File: src/meas_cal_pkg.sv
// constants, offsets and types for the measurement and calibration command executor
package meas_cal_pkg;
  // register byte offsets
  localparam logic [7:0] OFS_COMMAND = 8'h00;
  localparam logic [7:0] OFS_CONTROL = 8'h04;
  localparam logic [7:0] OFS_STATUS  = 8'h08;
  localparam logic [7:0] OFS_ADC     = 8'h0c;
  localparam logic [7:0] OFS_RSSI    = 8'h10;
  localparam logic [7:0] OFS_REG_SET = 8'h14;
  localparam logic [7:0] OFS_DEPTH   = 8'h18;
  localparam logic [7:0] OFS_TRIM    = 8'h1c;
  // control register field positions
  localparam int CTL_OP_EN      = 0;
  localparam int CTL_TX_EN      = 1;
  localparam int CTL_RX_EN      = 2;
  localparam int CTL_REG_EXT    = 3;
  localparam int CTL_SUPPLY_5V  = 4;
  localparam int CTL_CS_MCAL_LO = 8;
  localparam int CTL_CS_MCAL_HI = 12;
  localparam int CTL_GAIN_LO    = 16;
  localparam int CTL_GAIN_HI    = 19;
  localparam int CTL_DEPTH_LO   = 24;
  localparam int CTL_DEPTH_HI   = 31;
  localparam logic [31:0] CONTROL_RESET = 32'h0000_0000;
  // command codes
  typedef enum logic [3:0] {
    CMD_MEAS_AMPL   = 4'h1,
    CMD_SQUELCH     = 4'h2,
    CMD_RESET_GAIN  = 4'h3,
    CMD_ADJ_REG     = 4'h4,
    CMD_CAL_DEPTH   = 4'h5,
    CMD_CAL_ANT     = 4'h6,
    CMD_MEAS_PHASE  = 4'h7,
    CMD_CLEAR_RSSI  = 4'h8,
    CMD_TRANSPARENT = 4'h9,
    CMD_CAL_CSENSE  = 4'ha,
    CMD_MEAS_CAP    = 4'hb
  } cmd_t;
  // timing, in ns and derived cycles at 25 MHz
  localparam int CLK_NS       = 40;
  localparam int AMPL_NS      = 25000;
  localparam int SQUELCH_NS   = 500000;
  localparam int REG_SETTLE_NS = 300000;
  localparam int REG_MAX_NS   = 5000000;
  localparam int DEPTH_NS     = 275000;
  localparam int ANT_NS       = 250000;
  localparam int CSCAL_NS     = 3000000;
  localparam int CAP_NS       = 250000;
  // longest times round down; run a bit short of the maximum
  localparam int MEAS_CYC     = AMPL_NS / CLK_NS - 1;
  localparam int SQUELCH_CYC  = SQUELCH_NS / CLK_NS - 1;
  localparam int SETTLE_CYC   = REG_SETTLE_NS / CLK_NS;
  localparam int DEPTH_CYC    = DEPTH_NS / CLK_NS - 1;
  localparam int ANT_CYC      = ANT_NS / CLK_NS - 1;
  localparam int CSCAL_CYC    = CSCAL_NS / CLK_NS - 1;
  localparam int CAP_CYC      = CAP_NS / CLK_NS - 1;
  // regulator codes in mV and steps
  localparam logic [12:0] REG_MAX_5V  = 13'd5100;
  localparam logic [12:0] REG_MAX_3V  = 13'd3400;
  localparam logic [12:0] REG_MIN_5V  = 13'd3900;
  localparam logic [12:0] REG_MIN_3V  = 13'd2400;
  localparam logic [12:0] REG_STEP_5V = 13'd120;
  localparam logic [12:0] REG_STEP_3V = 13'd100;
  localparam logic [12:0] REG_MARGIN  = 13'd250;
  // amplitude lsb in uVpp
  localparam int AMPL_LSB_UV = 13020;
  typedef enum logic [5:0] {
    ST_IDLE  = 6'b000001,
    ST_MEAS  = 6'b000010,
    ST_SETTLE = 6'b000100,
    ST_CHECK = 6'b001000,
    ST_TIMED = 6'b010000,
    ST_DONE  = 6'b100000
  } state_t;
endpackage : meas_cal_pkg

File: src/measure_calibrate_cmd_exec.sv
// measurement and calibration direct command executor with ahb-lite register slave
// What this block does
// - amplitude command enables tx and amplitude detector, absolute conversion, stores result
// - amplitude lsb is 13.02 mVpp; command finishes within 25 us
// - most commands need operation enable set and oscillator stable
// - only receive-gain reset, rssi clear and transparent mode may be chained
// - completion interrupt for measurements, regulator, depth and sensor calibration only
// - squelch needs tx and rx on, runs only while receiver inactive, 500 us
// - gain reset inits gain logic, aborts squelch, loads manual gain reduction
// - regulator adjust starts with rx and tx on and regulator at maximum
// - every 300 us compare rf supply to main, lower one step if short
// - regulator adjust stops at margin or minimum, within 5 ms
// - regulator adjust rejected when external regulated voltage is selected
// - depth calibration transmits, adapts toward target, reports result, within 275 us
// - antenna calibration trims parallel capacitors to resonance, within 250 us
// - phase command enables tx and phase detector, relative conversion, stores result
// - phase saturates ff below 30 deg, 00 above 150 deg, 90 deg mid-scale
// - rising receiver-active clears rssi and restarts peak-hold measurement
// - rssi clear zeroes rssi and restarts peak measurement while receiver active
// - transparent mode entered on next select rising edge, held while select high
// - capacitive calibration runs only with all manual bits zero, within 3 ms
// - capacitance measurement completes within 250 us
// - receiver-active is the enable gating rssi and gain control
`timescale 1ns/1ns
module measure_calibrate_cmd_exec (
  input  wire logic        hclk,
  input  wire logic        hresetn,
  input  wire logic        hsel,
  input  wire logic [7:0]  haddr,
  input  wire logic [1:0]  htrans,
  input  wire logic        hwrite,
  input  wire logic [2:0]  hsize,
  input  wire logic [31:0] hwdata,
  input  wire logic        hready,
  output logic      [31:0] hrdata,
  output logic             hreadyout,
  output logic             hresp,
  input  wire logic        osc_stable,
  input  wire logic        rx_active,
  input  wire logic        select_pin,
  input  wire logic [7:0]  adc_sample,
  input  wire logic [12:0] main_supply_mv,
  input  wire logic [12:0] rf_regulated_supply_mv,
  input  wire logic [3:0]  rssi_level,
  input  wire logic        trim_resonant,
  input  wire logic [7:0]  depth_measured,
  output logic             tx_enable,
  output logic             rx_enable,
  output logic             ampl_det_en,
  output logic             phase_det_en,
  output logic             adc_relative,
  output logic             cap_sense_en,
  output logic [7:0]       trim_capacitor_pins,
  output logic             transparent_mode,
  output logic             cmd_irq,
  output logic             chain_ok
);
  import meas_cal_pkg::*;

  //////////////////////////////////////////////////////////////////////////////
  // synchronisers for inputs from outside this clock
  logic [1:0] osc_sync, rx_sync, sel_sync;
  logic       rx_q, sel_q;
  always_ff @(posedge hclk or negedge hresetn)
    if (!hresetn)
    begin
      osc_sync <= 2'h0;
      rx_sync  <= 2'h0;
      sel_sync <= 2'h0;
      rx_q     <= 1'b0;
      sel_q    <= 1'b0;
    end
    else
    begin
      osc_sync <= {osc_sync[0], osc_stable};
      rx_sync  <= {rx_sync[0], rx_active};
      sel_sync <= {sel_sync[0], select_pin};
      rx_q     <= rx_sync[1];
      sel_q    <= sel_sync[1];
    end
  wire rx_on   = rx_sync[1];
  wire rx_rise = rx_on && !rx_q;
  wire sel_rise = sel_sync[1] && !sel_q;

  //////////////////////////////////////////////////////////////////////////////
  // ahb-lite slave, zero wait states, always okay
  logic [31:0] control;
  logic [7:0]  adc_result, depth_display, trim_sel;
  logic [3:0]  rssi;
  logic [12:0] reg_setting;
  logic [3:0]  manual_gain;
  logic        squelch_set, busy, trans_armed;
  logic [7:0]  wr_addr;
  logic        wr_pend, rd_sel;
  state_t      state;
  cmd_t        cmd;
  wire addr_ok = hsel && hready && htrans[1];
  assign hreadyout = 1'b1;
  assign hresp     = 1'b0;
  always_ff @(posedge hclk or negedge hresetn)
    if (!hresetn)
    begin
      wr_pend <= 1'b0;
      wr_addr <= 8'h00;
    end
    else
    begin
      wr_pend <= addr_ok && hwrite;
      wr_addr <= haddr;
    end
  wire cmd_wr = wr_pend && wr_addr == OFS_COMMAND;
  always_ff @(posedge hclk or negedge hresetn)
    if (!hresetn)
      control <= CONTROL_RESET;
    else if (wr_pend && wr_addr == OFS_CONTROL)
      control <= hwdata;
  always_ff @(posedge hclk or negedge hresetn)
    if (!hresetn)
      hrdata <= 32'h0000_0000;
    else if (addr_ok && !hwrite)
      unique case (haddr)
        OFS_CONTROL: hrdata <= control;
        OFS_STATUS:  hrdata <= {24'h0, 1'b0, squelch_set, trans_armed, transparent_mode,
                                chain_ok, cmd_irq, busy, state == ST_IDLE};
        OFS_ADC:     hrdata <= {24'h0, adc_result};
        OFS_RSSI:    hrdata <= {28'h0, rssi};
        OFS_REG_SET: hrdata <= {19'h0, reg_setting};
        OFS_DEPTH:   hrdata <= {24'h0, depth_display};
        OFS_TRIM:    hrdata <= {24'h0, trim_sel};
        default:     hrdata <= 32'h0000_0000;
      endcase

  //////////////////////////////////////////////////////////////////////////////
  // acceptance
  wire       gate_ok  = control[CTL_OP_EN] && osc_sync[1];
  wire [3:0] new_cmd  = hwdata[3:0];
  logic      accept;
  always_comb
  begin
    accept = 1'b0;
    if (!busy)
      unique case (new_cmd)
        CMD_MEAS_AMPL, CMD_MEAS_PHASE, CMD_RESET_GAIN, CMD_CAL_DEPTH, CMD_CAL_ANT,
        CMD_CLEAR_RSSI, CMD_TRANSPARENT: accept = gate_ok;
        CMD_ADJ_REG:    accept = gate_ok && !control[CTL_REG_EXT];
        CMD_SQUELCH:    accept = control[CTL_TX_EN] && control[CTL_RX_EN];
        CMD_CAL_CSENSE: accept = control[CTL_CS_MCAL_HI:CTL_CS_MCAL_LO] == 5'h00;
        CMD_MEAS_CAP:   accept = 1'b1;
        default:        accept = 1'b0;
      endcase
  end
  wire start = cmd_wr && accept;
  // gain reset is also taken mid-squelch, since it must be able to abort it
  wire gain_rst = cmd_wr && new_cmd == CMD_RESET_GAIN && gate_ok
                  && (!busy || (state == ST_TIMED && cmd == CMD_SQUELCH));
  wire five_v = control[CTL_SUPPLY_5V];

  //////////////////////////////////////////////////////////////////////////////
  // sequencer, timed in device clock cycles
  logic [17:0] timer;
  logic [17:0] limit;
  always_comb
  begin
    limit = 18'(MEAS_CYC);
    unique case (cmd)
      CMD_SQUELCH:    limit = 18'(SQUELCH_CYC);
      CMD_CAL_DEPTH:  limit = 18'(DEPTH_CYC);
      CMD_CAL_ANT:    limit = 18'(ANT_CYC);
      CMD_CAL_CSENSE: limit = 18'(CSCAL_CYC);
      CMD_MEAS_CAP:   limit = 18'(CAP_CYC);
      default:        limit = 18'(MEAS_CYC);
    endcase
  end
  wire [12:0] reg_min  = five_v ? REG_MIN_5V : REG_MIN_3V;
  wire [12:0] reg_step = five_v ? REG_STEP_5V : REG_STEP_3V;
  wire margin_ok = 14'(rf_regulated_supply_mv) + 14'(REG_MARGIN) <= 14'(main_supply_mv);
  // squelch holds off while receiver active; its counter only runs when idle
  wire run_en = !(cmd == CMD_SQUELCH && rx_on);
  always_ff @(posedge hclk or negedge hresetn)
    if (!hresetn)
    begin
      state <= ST_IDLE;
      cmd   <= CMD_MEAS_AMPL;
      timer <= 18'h0;
    end
    else
      unique case (state)
        ST_IDLE:
          if (start)
          begin
            cmd   <= cmd_t'(new_cmd);
            timer <= 18'h0;
            unique case (new_cmd)
              CMD_ADJ_REG:                   state <= ST_SETTLE;
              CMD_RESET_GAIN, CMD_CLEAR_RSSI,
              CMD_TRANSPARENT:               state <= ST_IDLE;
              CMD_MEAS_AMPL, CMD_MEAS_PHASE: state <= ST_MEAS;
              default:                       state <= ST_TIMED;
            endcase
          end
        ST_MEAS, ST_TIMED:
          if (gain_rst)
            state <= ST_IDLE;
          else if (timer >= limit || (cmd == CMD_CAL_ANT && trim_resonant))
            state <= ST_DONE;
          else if (run_en)
            timer <= timer + 18'h1;
        ST_SETTLE:
          if (timer >= 18'(SETTLE_CYC - 1))
            state <= ST_CHECK;
          else
            timer <= timer + 18'h1;
        ST_CHECK:
        begin
          timer <= 18'h0;
          // stop at margin or floor; at most 10 steps, 11 intervals of 300 us, stay under 5 ms
          if (margin_ok || reg_setting <= reg_min)
            state <= ST_DONE;
          else
            state <= ST_SETTLE;
        end
        ST_DONE:
          state <= ST_IDLE;
        default:
          state <= ST_IDLE;
      endcase
  assign busy = state != ST_IDLE;

  //////////////////////////////////////////////////////////////////////////////
  // analog control outputs
  wire meas_a = state == ST_MEAS && cmd == CMD_MEAS_AMPL;
  wire meas_p = state == ST_MEAS && cmd == CMD_MEAS_PHASE;
  wire reg_on = state == ST_SETTLE || state == ST_CHECK;
  wire dep_on = state == ST_TIMED && cmd == CMD_CAL_DEPTH;
  always_ff @(posedge hclk or negedge hresetn)
    if (!hresetn)
    begin
      tx_enable    <= 1'b0;
      rx_enable    <= 1'b0;
      ampl_det_en  <= 1'b0;
      phase_det_en <= 1'b0;
      adc_relative <= 1'b0;
      cap_sense_en <= 1'b0;
    end
    else
    begin
      tx_enable    <= control[CTL_TX_EN] || meas_a || meas_p || reg_on || dep_on;
      rx_enable    <= control[CTL_RX_EN] || reg_on;
      ampl_det_en  <= meas_a;
      phase_det_en <= meas_p;
      adc_relative <= meas_p;
      cap_sense_en <= state == ST_TIMED && (cmd == CMD_MEAS_CAP || cmd == CMD_CAL_CSENSE);
    end

  //////////////////////////////////////////////////////////////////////////////
  // results: converter output, regulator, depth, trim
  always_ff @(posedge hclk or negedge hresetn)
    if (!hresetn)
      adc_result <= 8'h00;
    else if (state == ST_MEAS && timer >= limit)
      adc_result <= adc_sample;
    else if (state == ST_TIMED && cmd == CMD_MEAS_CAP && timer >= limit)
      adc_result <= adc_sample;
  always_ff @(posedge hclk or negedge hresetn)
    if (!hresetn)
      reg_setting <= REG_MAX_3V;
    else if (start && new_cmd == CMD_ADJ_REG)
      reg_setting <= five_v ? REG_MAX_5V : REG_MAX_3V;
    else if (state == ST_CHECK && !margin_ok && reg_setting > reg_min)
      reg_setting <= (reg_setting - reg_step < reg_min) ? reg_min : reg_setting - reg_step;
  always_ff @(posedge hclk or negedge hresetn)
    if (!hresetn)
      depth_display <= 8'h00;
    else if (dep_on && timer >= limit)
      depth_display <= depth_measured;
  always_ff @(posedge hclk or negedge hresetn)
    if (!hresetn)
      trim_sel <= 8'h00;
    else if (start && new_cmd == CMD_CAL_ANT)
      trim_sel <= 8'h00;
    else if (state == ST_TIMED && cmd == CMD_CAL_ANT && !trim_resonant && timer[4:0] == 5'h1f)
      trim_sel <= trim_sel + 8'h01;
  assign trim_capacitor_pins = trim_sel;

  //////////////////////////////////////////////////////////////////////////////
  // gain, squelch and rssi logic
  always_ff @(posedge hclk or negedge hresetn)
    if (!hresetn)
    begin
      manual_gain <= 4'h0;
      squelch_set <= 1'b0;
    end
    else if (gain_rst)
    begin
      manual_gain <= control[CTL_GAIN_HI:CTL_GAIN_LO];
      squelch_set <= 1'b0;
    end
    else if (state == ST_TIMED && cmd == CMD_SQUELCH && timer >= limit)
      squelch_set <= 1'b1;
  // peak hold, gated by receiver-active; clears win over new peaks
  always_ff @(posedge hclk or negedge hresetn)
    if (!hresetn)
      rssi <= 4'h0;
    else if (rx_rise || (start && new_cmd == CMD_CLEAR_RSSI) || gain_rst)
      rssi <= 4'h0;
    else if (rx_on && rssi_level > rssi)
      rssi <= rssi_level;

  //////////////////////////////////////////////////////////////////////////////
  // transparent mode, irq, chaining
  always_ff @(posedge hclk or negedge hresetn)
    if (!hresetn)
    begin
      trans_armed      <= 1'b0;
      transparent_mode <= 1'b0;
    end
    else
    begin
      if (start && new_cmd == CMD_TRANSPARENT)
        trans_armed <= 1'b1;
      else if (sel_rise)
        trans_armed <= 1'b0;
      if (sel_rise && trans_armed)
        transparent_mode <= 1'b1;
      else if (!sel_sync[1])
        transparent_mode <= 1'b0;
    end
  always_ff @(posedge hclk or negedge hresetn)
    if (!hresetn)
    begin
      cmd_irq  <= 1'b0;
      chain_ok <= 1'b1;
    end
    else
    begin
      cmd_irq  <= state == ST_DONE && cmd != CMD_SQUELCH && cmd != CMD_CAL_ANT;
      chain_ok <= !busy;
    end

  //////////////////////////////////////////////////////////////////////////////
  // checks
  a_reject_ignored: assert property (@(posedge hclk) disable iff (!hresetn)
    (cmd_wr && !accept && !busy) |=> state == ST_IDLE && !cmd_irq)
    else $error("rejected command changed state");
  a_reg_ext_block: assert property (@(posedge hclk) disable iff (!hresetn)
    (cmd_wr && !busy && new_cmd == CMD_ADJ_REG && control[CTL_REG_EXT]) |=> state == ST_IDLE)
    else $error("regulator adjust accepted with external select");
  a_gate_needed: assert property (@(posedge hclk) disable iff (!hresetn)
    (cmd_wr && !busy && new_cmd == CMD_MEAS_AMPL && !gate_ok) |=> state == ST_IDLE)
    else $error("amplitude accepted without enable");
  a_ampl_detector: assert property (@(posedge hclk) disable iff (!hresetn)
    (state == ST_MEAS && cmd == CMD_MEAS_AMPL) |=> ampl_det_en && tx_enable && !adc_relative)
    else $error("amplitude path not set");
  a_phase_relative: assert property (@(posedge hclk) disable iff (!hresetn)
    (state == ST_MEAS && cmd == CMD_MEAS_PHASE) |=> phase_det_en && adc_relative)
    else $error("phase path not set");
  a_meas_duration: assert property (@(posedge hclk) disable iff (!hresetn)
    (state == ST_IDLE && start && new_cmd == CMD_MEAS_AMPL) |=> ##[1:625] state == ST_DONE)
    else $error("amplitude overran");
  a_irq_squelch: assert property (@(posedge hclk) disable iff (!hresetn)
    (state == ST_DONE && cmd == CMD_SQUELCH) |=> !cmd_irq)
    else $error("squelch raised irq");
  a_irq_measure: assert property (@(posedge hclk) disable iff (!hresetn)
    (state == ST_DONE && cmd == CMD_MEAS_PHASE) |=> cmd_irq)
    else $error("phase irq missing");
  a_rssi_clear: assert property (@(posedge hclk) disable iff (!hresetn)
    rx_rise |=> rssi == 4'h0)
    else $error("rssi not cleared on receiver start");
  a_reg_floor: assert property (@(posedge hclk) disable iff (!hresetn)
    reg_on |-> reg_setting >= reg_min)
    else $error("regulator below minimum");
  a_chain_busy: assert property (@(posedge hclk) disable iff (!hresetn)
    $rose(busy) |=> !chain_ok)
    else $error("chaining allowed while busy");
endmodule : measure_calibrate_cmd_exec

File: config.mk
export PLATFORM = sky130hd
export DESIGN_NAME = measure_calibrate_cmd_exec
export DESIGN_NICKNAME = d
export VERILOG_FILES = /design/src/meas_cal_pkg.sv /design/src/measure_calibrate_cmd_exec.sv
export SDC_FILE = /design/constraint.sdc
export NUM_CORES = 1
export LEC_CHECK = 0
export BUFFER_PORTS_ARGS = -buffer_cell sky130_fd_sc_hd__buf_2
export CORE_ASPECT_RATIO = 1.75
export CORE_MARGIN = 5
export CORE_UTILIZATION = 60
export DETAILED_ROUTE_END_ITERATION = 10
export GPL_TIMING_DRIVEN = 0
export MAX_ROUTING_LAYER = met4
export PLACE_DENSITY = 0.88
export SLEW_MARGIN = 25
export SYNTH_ARGS = -nofsm -noshare
export SYNTH_HDL_FRONTEND = slang
export SYNTH_SLANG_ARGS = --single-unit
File: constraint.sdc
create_clock -name hclk -period 9.8 [get_ports hclk]
set_input_delay 1.47 -clock hclk [delete_from_list [all_inputs] [get_ports hclk]]
set_output_delay 1.47 -clock hclk [all_outputs]
set_load 0.01 [all_outputs]
==> run metrics, run 1 <==
top-count cell post-synth dfrtp_1; Tot GR Track Use 30.2%; critical path arrival 5.20 ns; slowest CP cell dfrtp_1; Placed Instance Area 9730 um^2; # clock sinks ~160; critical path class flop to flop; Skew-Pair Late Insertion Delay between 0.4 and 0.5 ns; net switching power 429 uW; Rel. slew slack between 30 and 40%; Placer Congestion ~0.93; CTS root buf clkbuf_16; Cells after Synth 888; most frequent CP cell a21o_1; area grow syn2layout 18.2%; violated checks design-rule violations; sum of negative setup slack 0 ns; fin crit period 4.86 ns; vias in the first global route 8,205; top-area cell type share of the netlist area 43.0%; # DRC 2; Multi-input gate area between 4000 and 5000 um^2; FP Rows 58; Post-CTS Setup Inserts 0; Initial Util 60.7%; Leakage 0.00486 uW; I/O pin cnt 151; power density over the cells 147 nW/um^2; setup ws final a little under 5 ns; Worst VDD drop 0.000111 V; Critical Path Fanout Max 12; maxcap violations 0; post-DP HPWL 18,400 um; Routed WL per cell 19.7 um; DRT iter0 DRCs ~600; H-tree levels 4; RSZ-0062 raised after global routing false; Tot Pwr between 1500 and 2000 uW; Via Count 7,752; Mapped Avg Cell Area 9.83 um^2; slowest stage delay, CP ~0.45 ns; Hold Crit Class flop to flop; Yosys cell types 70; Final Instance Area 10,300 um^2; EDFF count, synth 0; share of the clock period used by the worst path slightly below 50%; initial antenna violation count 0; Routed WL 24,600 um; part of the power in registers 46.1%; syn nets 1,035; cts hold-fix bufs 0; async set or reset register ratio after synthesis 100%; final setup vio count 0; Worst Tran Pin Value a little over 0.9 ns; die area ~17,000 um^2; Synth area leader dfrtp_1; status finished, violations left; antenna-violating nets left 0; Clk network pwr share 43.2%; pin count of the biggest net entering global routing 60; sequential cell area 3960 um^2; layout cells sized above 1 around a quarter; clock skew 0.0127 ns; PostCTS Resize Cnt 0; synth warn 0; Sw Ratio 28.4%; CP Launch Type flop; Chip Width a little over 100 um; Die Height 170 um; met1 usage between 30% and 40%; Filler cells ~1,100; GR Layer Usage met3 between 5 and 6%; CTS buffer count 17; clock tree buffer depth 2; Comb pwr share a little over a tenth; Power Internal around 1100 uW; first-pass GRT wire length 39,600 um; fin nets between 1,000 and 1,500; most frequent cells after synthesis dfrtp_1, nand2_1, nor2_1; port bufs 143; register area share after synthesis 45.4%; Main synth FF type dfrtp_1; FF+latch count, synth between 150 and 200; Final Hold Vio Count 0; worst path cell trace clkbuf_1 > inv_1 > ha_1 > inv_1 > fa_1 > a21o_1 > a21o_1 > or3_1 > xor2_1 > inv_1 > ha_1 > a21o_1 > a21o_1 > a31oi_1 > clkbuf_1 > nor2_1 > a221oi_1; Worst Setup End Kind flop; worst path required time 10.13 ns; core box area 14,400 um^2; Via density 6.22; FMAX 206 MHz; drt pass-1 iters 8; gr busiest metal met2; pins over their slew limit 0; Place WS 5.01 ns; GR Layer Usage met2 between 50% and 60%; CTS tree built; total global routing overflow 0; ranking of synthesized cells by area dfrtp_1, mux2_2, ha_1; Worst-path clk slew approximately 0.07 ns; Netlist Area Pre-Place 8730 um^2
[through the flow]
step | utilization (%) | cells | hold WS [ns]
6_report | 71.8 | 1246 | 0.352
5_1_grt | 71.7 | 1245 | 0.360
4_1_cts | 71.7 | 1245 | 0.354
3_5_place_dp | 67.7 | 1213 | 0.338
3_3_place_gp | 67.3 | 1211 | 0.334
2_1_floorplan | - | 888 | 0.331
[state kept, by name, indices dropped and copies added, names as in the netlist, 4 cells and up]
register and count:
timer 18, control 32, state 6, reg_setting 11, rssi 4, hrdata 32, adc_result 8, trim_capacitor_pins 8
depth_display 8, cmd 4, wr_addr 8
[placed cells by master, fill, tap and decap left out, drive strengths merged, types with 31 or more instances in the layout]
cell | Yosys | layout
a21oi | 36 | 36
buf | 8 | 153
clkbuf | 32 | 50
dfrtp | 150 | 150
ha | 46 | 46
inv | 38 | 46
mux2 | 59 | 59
nand2 | 99 | 99
nand3 | 31 | 31
nor2 | 68 | 68
o21ai | 63 | 63
[layer usage]
layer / vias to the layer above / part of all wire [%]
met5: - / 0
met4: 0 / 5.9
met1: 3713 / 34
met3: 129 / 6.5
li1: 3514 / -
met2: 396 / 54
[worst max-delay path: cells and delay by family (launching register included)]
kind	cells	cell delay (ns)
buffers and inverters	5	1.28
xor gates and xnor gates	1	0.24
adders and majority gates	3	0.93
and+or+nand+nor	2	0.47
DFF	1	0.45
AOI/OAI and AO/OA	6	1.39
[power by group through the flow]
| stage | combinational [uW] | clock (uW) | sequential (uW) |
|---|---|---|---|
| global route | 179 | 679 | 698 |
| detailed placement | 157 | 0 | 708 |
| finish | 161 | 654 | 697 |
| floorplan | 87.4 | 0 | 701 |
| CTS | 159 | 653 | 696 |
| global placement | 147 | 0 | 706 |
[cell type report]
cell class	instances	area share, %
antenna	1	0.0243
buffer	40	1.58
clock buffer	18	4.16
clock inverter	14	1.42
inverter	38	1.38
multi-input combinational	652	43.2
sequential	158	38.4
tap	180	2.18
timing repair buffer	145	7.57
[worst paths after layout]
path,cells past startpoint,start,slack (ns),end
worst max-delay path,17,control[4],4.94,reg_setting[5]
worst min-delay path,0,sel_sync[0],0.35,sel_sync[1]
worst max register to register,17,control[4],4.94,reg_setting[5]
worst min register to register,0,sel_sync[0],0.35,sel_sync[1]
max in group asynchronous,3,hresetn,7.91,cmd[0]
min in group asynchronous,1,hresetn,0.92,hrdata[24]
[kinds of logic (layout without fill, tap and decap cells)]
family                     after synthesis  after routing  share of synthesized area, %
adders and majority gates               47             47                          6.82
buffers and inverters                   78            255                          3.50
other                                    2              3                        0.0861
DFF                                    158            158                          45.4
xor gates and xnor gates                36             36                          3.61
AOI/OAI and AO/OA                      173            173                          12.7
and+or+nand+nor                        325            325                          19.1
muxes                                   69             69                          8.76
(Power assumes the default switching activity.)
==> run 2: changes to the inputs <==
--- a/config.mk
+++ b/config.mk
@@ -8,11 +8,11 @@
 export BUFFER_PORTS_ARGS = -buffer_cell sky130_fd_sc_hd__buf_2
 export CORE_ASPECT_RATIO = 1.75
 export CORE_MARGIN = 5
-export CORE_UTILIZATION = 60
+export CORE_UTILIZATION = 51
 export DETAILED_ROUTE_END_ITERATION = 10
 export GPL_TIMING_DRIVEN = 0
 export MAX_ROUTING_LAYER = met4
-export PLACE_DENSITY = 0.88
+export PLACE_DENSITY = 0.8
 export SLEW_MARGIN = 25
 export SYNTH_ARGS = -nofsm -noshare
 export SYNTH_HDL_FRONTEND = slang
==> constraint.sdc (replaced) <==
create_clock -name hclk -period 4.3 [get_ports hclk]
set_input_delay 0.645 -clock hclk [delete_from_list [all_inputs] [get_ports hclk]]
set_output_delay 0.645 -clock hclk [all_outputs]
set_load 0.01 [all_outputs]
==> run metrics, run 2 (synthesized netlist as in run 1, its figures left out) <==
fin nets 1,205 (+0.50%); first-pass GRT wire length 38,000 um (-4.1%); DRT iter0 DRCs 359 (-40%); sum of negative setup slack 0 ns (unchanged); Filler cells 1,397 (+33%); Placer Congestion 0.986 (+6.3%); power density over the cells 342 nW/um^2 (+130%); # DRC 0 (-2); Leakage 0.00492 uW (+1.4%); worst path required time 4.59 ns (-5.54 ns); drt pass-1 iters 5 (-3); critical path class flop to flop; Initial Util 51.7% (-9.0 points); CP Launch Type flop; final setup vio count 0 (unchanged); initial antenna violation count 0 (unchanged); CTS buffer count 17 (unchanged); most frequent cells in the layout dfrtp_1, buf_2, nand2_1, nor2_1, o21ai_0; Final Hold Vio Count 0 (unchanged); Via Count 7,505 (-3.2%); Worst VDD drop 0.000262 V (+140%); CP top delay family compound AO/OA/AOI/OAI gates; CTS root buf clkbuf_16; maxcap violations 0 (unchanged); Regs by FF count control: 32 flops, hrdata: 32 flops, timer: 18 flops; Via density 5.77 (-7.2%); # clock sinks 158 (unchanged); critical path arrival 4.38 ns (-0.82 ns); clock tree buffer depth 2 (unchanged); total global routing overflow 0 (unchanged); Routed WL per cell 18.4 um (-6.9%); Core Util, Final 62.3% (-9.5 points); most frequent CP cell a21o_1; Worst-path clk slew 0.07 ns (about the same); H-tree levels 4 (unchanged); FP Rows 63 (+8.6%); Hold Crit Class input port to asynchronous set/reset pin; layout cells sized above 1 25.4% (+1.2 points); pin count of the biggest net entering global routing 90 (+50%); I/O pin cnt 151 (unchanged); CTS tree built; most common cell after layout, fill and taps aside dfrtp_1; slowest CP cell dfrtp_2; Skew-Pair Late Insertion Delay 0.43 ns (about the same); port bufs 143 (unchanged); slowest stage delay, CP 0.42 ns (-0.03 ns); core box area 16,900 um^2 (+17%); pins over their slew limit 0 (unchanged); Tot GR Track Use 25.0% (-5.2 points); Critical Path Fanout Max 10 (-2); post-DP HPWL 18,200 um (-1.2%); Place WS -0.625 ns (-5.63 ns); setup ws final 0.205 ns (-4.73 ns); Chip Width 109 um (+7.6%); Die Height 183 um (+8.0%); Buffers & Inverters on Critical Path 6 (+1); FMAX 244 MHz (+19%); Worst Setup End Kind flop; antenna-violating nets left 0 (unchanged); Tot Pwr 3590 uW (+140%); die area 19,900 um^2 (+16%); worst path cell trace buf_4 > clkinvlp_4 > ha_1 > inv_1 > fa_1 > a21o_1 > a21o_1 > or3_1 > xor2_2 > inv_1 > ha_1 > a21o_1 > a21o_1 > a31oi_4 > buf_4 > buf_4 > mux2i_1 > o21ai_0; clock skew 0.0160 ns (+0.00329 ns); share of the clock period used by the worst path 95.2% (+46 points); vias in the first global route 7,754 (-5.5%); Routed WL 23,900 um (-2.8%); Hold WS 0.146 ns (-0.206 ns); fin crit period 4.09 ns (-0.769 ns); Rel. slew slack 34.4% (-2.8 points); status complete, no violations; Worst Tran Pin Value 0.970 ns (+0.0362 ns); area grow syn2layout 20.4%
run 2: area by class of cell:
class                           count  area (um^2)  area share, %
Inverter                           38          146           1.39
Clock buffer                       18          439           4.18
Multi-Input combinational cell    652         4490           42.7
Timing Repair Buffer              151          806           7.67
Buffer                             40          170           1.62
Antenna cell                        2         5.00         0.0476
Sequential cell                   158         3970           37.7
Clock inverter                     14          204           1.94
Tap cell                          227          284           2.70
run 2: repair_timing:
action,in CTS,in global routing
endpoints found under the hold margin,0,0
gates resized for setup,6,7
setup buffers,4,3
hold buffers,0,0
setup endpoints to repair,8,8
pin swaps,0,1
run 2: through the flow:
step           cell area (um^2)  cells
6_report                  10500   1300
5_1_grt                   10500   1298
4_1_cts                   10500   1295
3_5_place_dp               9760   1259
3_3_place_gp               9730   1258
2_1_floorplan              8730    888
run 2: worst paths after layout:
path	start	end	slack (ns)	depth (start not counted)
max in group asynchronous	hresetn	chain_ok	3.32	2
worst min-delay path	hresetn	hrdata[17]	0.15	1
worst min register to register	rx_sync[0]	rx_sync[1]	0.35	0
worst max register to register	control[4]	reg_setting[4]	0.21	18
worst max-delay path	control[4]	reg_setting[4]	0.21	18
min in group hclk	rx_active	rx_sync[0]	0.32	1
run 2: layer usage:
layer	part of all wire (%)	GRT usage, %	vias up
met5	0	-	-
met4	5.4	14.8	0
met3	4.7	4.19	72
met2	55	45.4	236
met1	35	24.2	3676
li1	-	-	3521
run 2: power breakdown:
group | switching, uW | internal [uW] | leakage [uW]
combinational | 204 | 152 | 0.00259
sequential | 40.7 | 1540 | 0.00201
clock | 648 | 1000 | 0.000316
==> run 3: changes to the inputs <==
--- a/config.mk
+++ b/config.mk
@@ -5,14 +5,16 @@
 export SDC_FILE = /design/constraint.sdc
 export NUM_CORES = 1
 export LEC_CHECK = 0
+export ABC_AREA = 1
 export BUFFER_PORTS_ARGS = -buffer_cell sky130_fd_sc_hd__buf_2
 export CORE_ASPECT_RATIO = 1.75
 export CORE_MARGIN = 5
-export CORE_UTILIZATION = 51
+export CORE_UTILIZATION = 52
 export DETAILED_ROUTE_END_ITERATION = 10
 export GPL_TIMING_DRIVEN = 0
 export MAX_ROUTING_LAYER = met4
 export PLACE_DENSITY = 0.8
+export SKIP_LAST_GASP = 1
 export SLEW_MARGIN = 25
 export SYNTH_ARGS = -nofsm -noshare
 export SYNTH_HDL_FRONTEND = slang
==> run metrics, run 3 <==
Tot GR Track Use 27.1% (+2.2 points); fin crit period 3.79 ns (-0.302 ns); critical path arrival 4.10 ns (-0.28 ns); Placed Instance Area 10,200 um^2 (+4.0%); ranking of synthesized cells by area dfrtp_1, nand2_1, ha_1; slowest stage delay, CP 0.49 ns (+0.07 ns); CTS root buf clkbuf_16; worst path cell trace inv_1 > ha_1 > inv_1 > fa_1 > nand2_1 > nand2_1 > nand2_1 > nand3_1 > xor2_1 > inv_1 > ha_1 > nand2_1 > nor2_1 > nand2_1 > nand2_1 > nand2_1 > nand2_1 > nand2_1 > o21ai_0 > o21ai_0; Worst VDD drop 0.000208 V (-21%); register area share after synthesis 43.5% (-1.9 points); most frequent cells in the layout nand2_1, inv_1, dfrtp_1, buf_2, nor2_1; critical path class flop to flop; most common cell after layout, fill and taps aside nand2_1; Placer Congestion 0.997 (+1.1%); RSZ-0062 raised after global routing false; Mapped Avg Cell Area 8.01 um^2 (-19%); async set or reset register ratio after synthesis 100% (unchanged); antenna-violating nets left 0 (unchanged); Critical Path Fanout Max 14 (+4); Worst Setup End Kind flop; sum of negative setup slack 0 ns (unchanged); Routed WL 26,000 um (+8.9%); cts hold-fix bufs 0 (unchanged); CP Launch Type flop; Final Instance Area 10,800 um^2 (+2.4%); Cells after Synth 1,138 (+28%); Die Height 185 um (+1.1%); Post-Layout Cell Count 1,549 (+19%); I/O pin cnt 151 (unchanged); Post-CTS Setup Inserts 0 (-4); initial antenna violation count 3 (+3); FF+latch count, synth 158 (unchanged); most frequent CP cell nand2_1; power density over the cells 308 nW/um^2 (-9.7%); total global routing overflow 0 (unchanged); Skew-Pair Late Insertion Delay 0.43 ns (about the same); top-area cell type share of the netlist area 41.2% (-1.8 points); pin count of the biggest net entering global routing 90 (unchanged); worst path required time 4.61 ns (+0.02 ns); die area 20,400 um^2 (+2.2%); pins over their slew limit 0 (unchanged); # DRC 0 (unchanged); Hold WS 0.162 ns (+0.0164 ns); FMAX 264 MHz (+8.0%); fin nets 1,449 (+20%); synth warn 0 (unchanged); Chip Width 110 um (+1.1%); post-placement cell count 1,514 (+20%); CTS tree built; Hold Crit Class input port to asynchronous set/reset pin; DRT iter0 DRCs 498 (+39%); slowest CP cell dfrtp_1; final setup vio count 0 (unchanged); FP Rows 64 (+1.6%); syn nets 1,285 (+24%); CTS buffer count 17 (unchanged); first-pass GRT wire length 41,100 um (+8.4%); Leakage 0.00564 uW (+15%); top-count cell post-synth nand2_1; clock skew 0.00728 ns (-0.00873 ns); Worst Tran Pin Value 0.740 ns (-0.229 ns); vias in the first global route 8,386 (+8.2%); status complete, no violations; Main synth FF type dfrtp_1; Synth area leader dfrtp_1; Worst-path clk slew 0.07 ns (about the same); # clock sinks 158 (unchanged); Final Hold Vio Count 0 (unchanged); core box area 17,400 um^2 (+3.0%); clock tree buffer depth 2 (unchanged); H-tree levels 4 (unchanged); share of the clock period used by the worst path 88.2% (-7.0 points); Yosys cell types 51 (-27%); Netlist Area Pre-Place 9110 um^2 (+4.4%); Routed WL per cell 16.8 um (-8.6%); PostCTS Resize Cnt 0 (-6); port bufs 144 (+0.70%); area grow syn2layout 18.0%; drt pass-1 iters 5 (unchanged); Filler cells 1,550 (+11%); layout cells sized above 1 19.4% (-6.0 points); post-DP HPWL 20,500 um (+13%); Initial Util 52.4% (+0.71 points); Via density 5.46 (-5.5%); Via Count 8,455 (+13%); Regs by FF count control: 32 flops, hrdata: 32 flops, timer: 18 flops; EDFF count, synth 0 (unchanged); maxcap violations 0 (unchanged); Rel. slew slack 50.1% (+16 points); most frequent cells after synthesis nand2_1, inv_1, dfrtp_1
-- run 3: changes by cell type after synthesis, moves of 14 or more --
cell      before  now
nand3_1       30   77
nand2_1       99  276
nor2b_1       14    0
clkbuf_1      32   11
nor2_1        67   99
inv_1         38  151
nand2b_1      14    0
mux2_2        59   33
-- run 3: layer usage --
metal	GRT usage [%]	part of all wire [%]	vias up	wire (um)
li1	-	-	4068	-
met1	26.6	34	3994	8890
met2	48.1	54	288	14000
met3	4.78	5.2	105	1340
met4	17.2	6.9	0	1790
met5	-	0	-	0
-- run 3: final cells by class --
| type | count | area (um^2) | share of cell area, % |
|---|---|---|---|
| inverters | 155 | 582 | 5.41 |
| plain buffers | 20 | 111 | 1.04 |
| diodes | 3 | 7.51 | 0.0698 |
| well taps | 231 | 289 | 2.69 |
| clock inverters | 14 | 148 | 1.37 |
| multi-input cells | 805 | 4460 | 41.4 |
| flip-flops and latches | 158 | 3960 | 36.9 |
| repair buffers | 145 | 758 | 7.05 |
| clock buffers | 18 | 439 | 4.08 |
-- run 3: path summary, 6_finish.rpt --
| path | from | end | slack [ns] | cells past startpoint |
|---|---|---|---|---|
| worst min-delay path | hresetn | timer[3] | 0.16 | 1 |
| worst min register to register | sel_sync[0] | sel_sync[1] | 0.35 | 0 |
| worst max-delay path | control[4] | reg_setting[5] | 0.51 | 20 |
| min in group hclk | osc_stable | osc_sync[0] | 0.32 | 1 |
| worst max register to register | control[4] | reg_setting[5] | 0.51 | 20 |
| max in group asynchronous | hresetn | reg_setting[11] | 3.29 | 2 |
-- run 3: power breakdown --
part | total, uW | switching, uW | leakage [uW] | internal [uW]
Clock | 1500 | 660 | 0.000289 | 835
Sequential | 1550 | 23.2 | 0.00193 | 1520
Combinational | 274 | 165 | 0.00342 | 109
Total | 3320 | 849 | 0.00564 | 2470
-- run 3: kinds of logic after synthesis --
group                      count (synthesis)  share of synthesized area, %
buffers and inverters                    175                          7.61
AOI/OAI and AO/OA                        148                          9.08
and+or+nand+nor                          545                          26.2
DFF                                      158                          43.5
muxes                                     33                          4.08
adders and majority gates                 47                          6.54
other                                      2                        0.0824
xor gates and xnor gates                  30                          2.88
-- run 3: through the flow --
stage / setup WS [ns] / utilization (%) / power (uW)
floorplan: 1.23 / - / 1710
global placement: 0.258 / 58.3 / 1830
detailed placement: 0.564 / 58.5 / 1850
CTS: 0.562 / 61.8 / 3340
global route: 0.137 / 61.9 / 3450
finish: 0.507 / 61.9 / 3320
-- run 3: worst max-delay path, delay by kind of cell (launching register included) --
family,cells,cell delay (ns)
flops,1,0.49
simple gates,11,1.19
xor+xnor,1,0.21
fa+ha+maj,3,0.92
compound gates,2,0.26
buf+inv,3,0.59
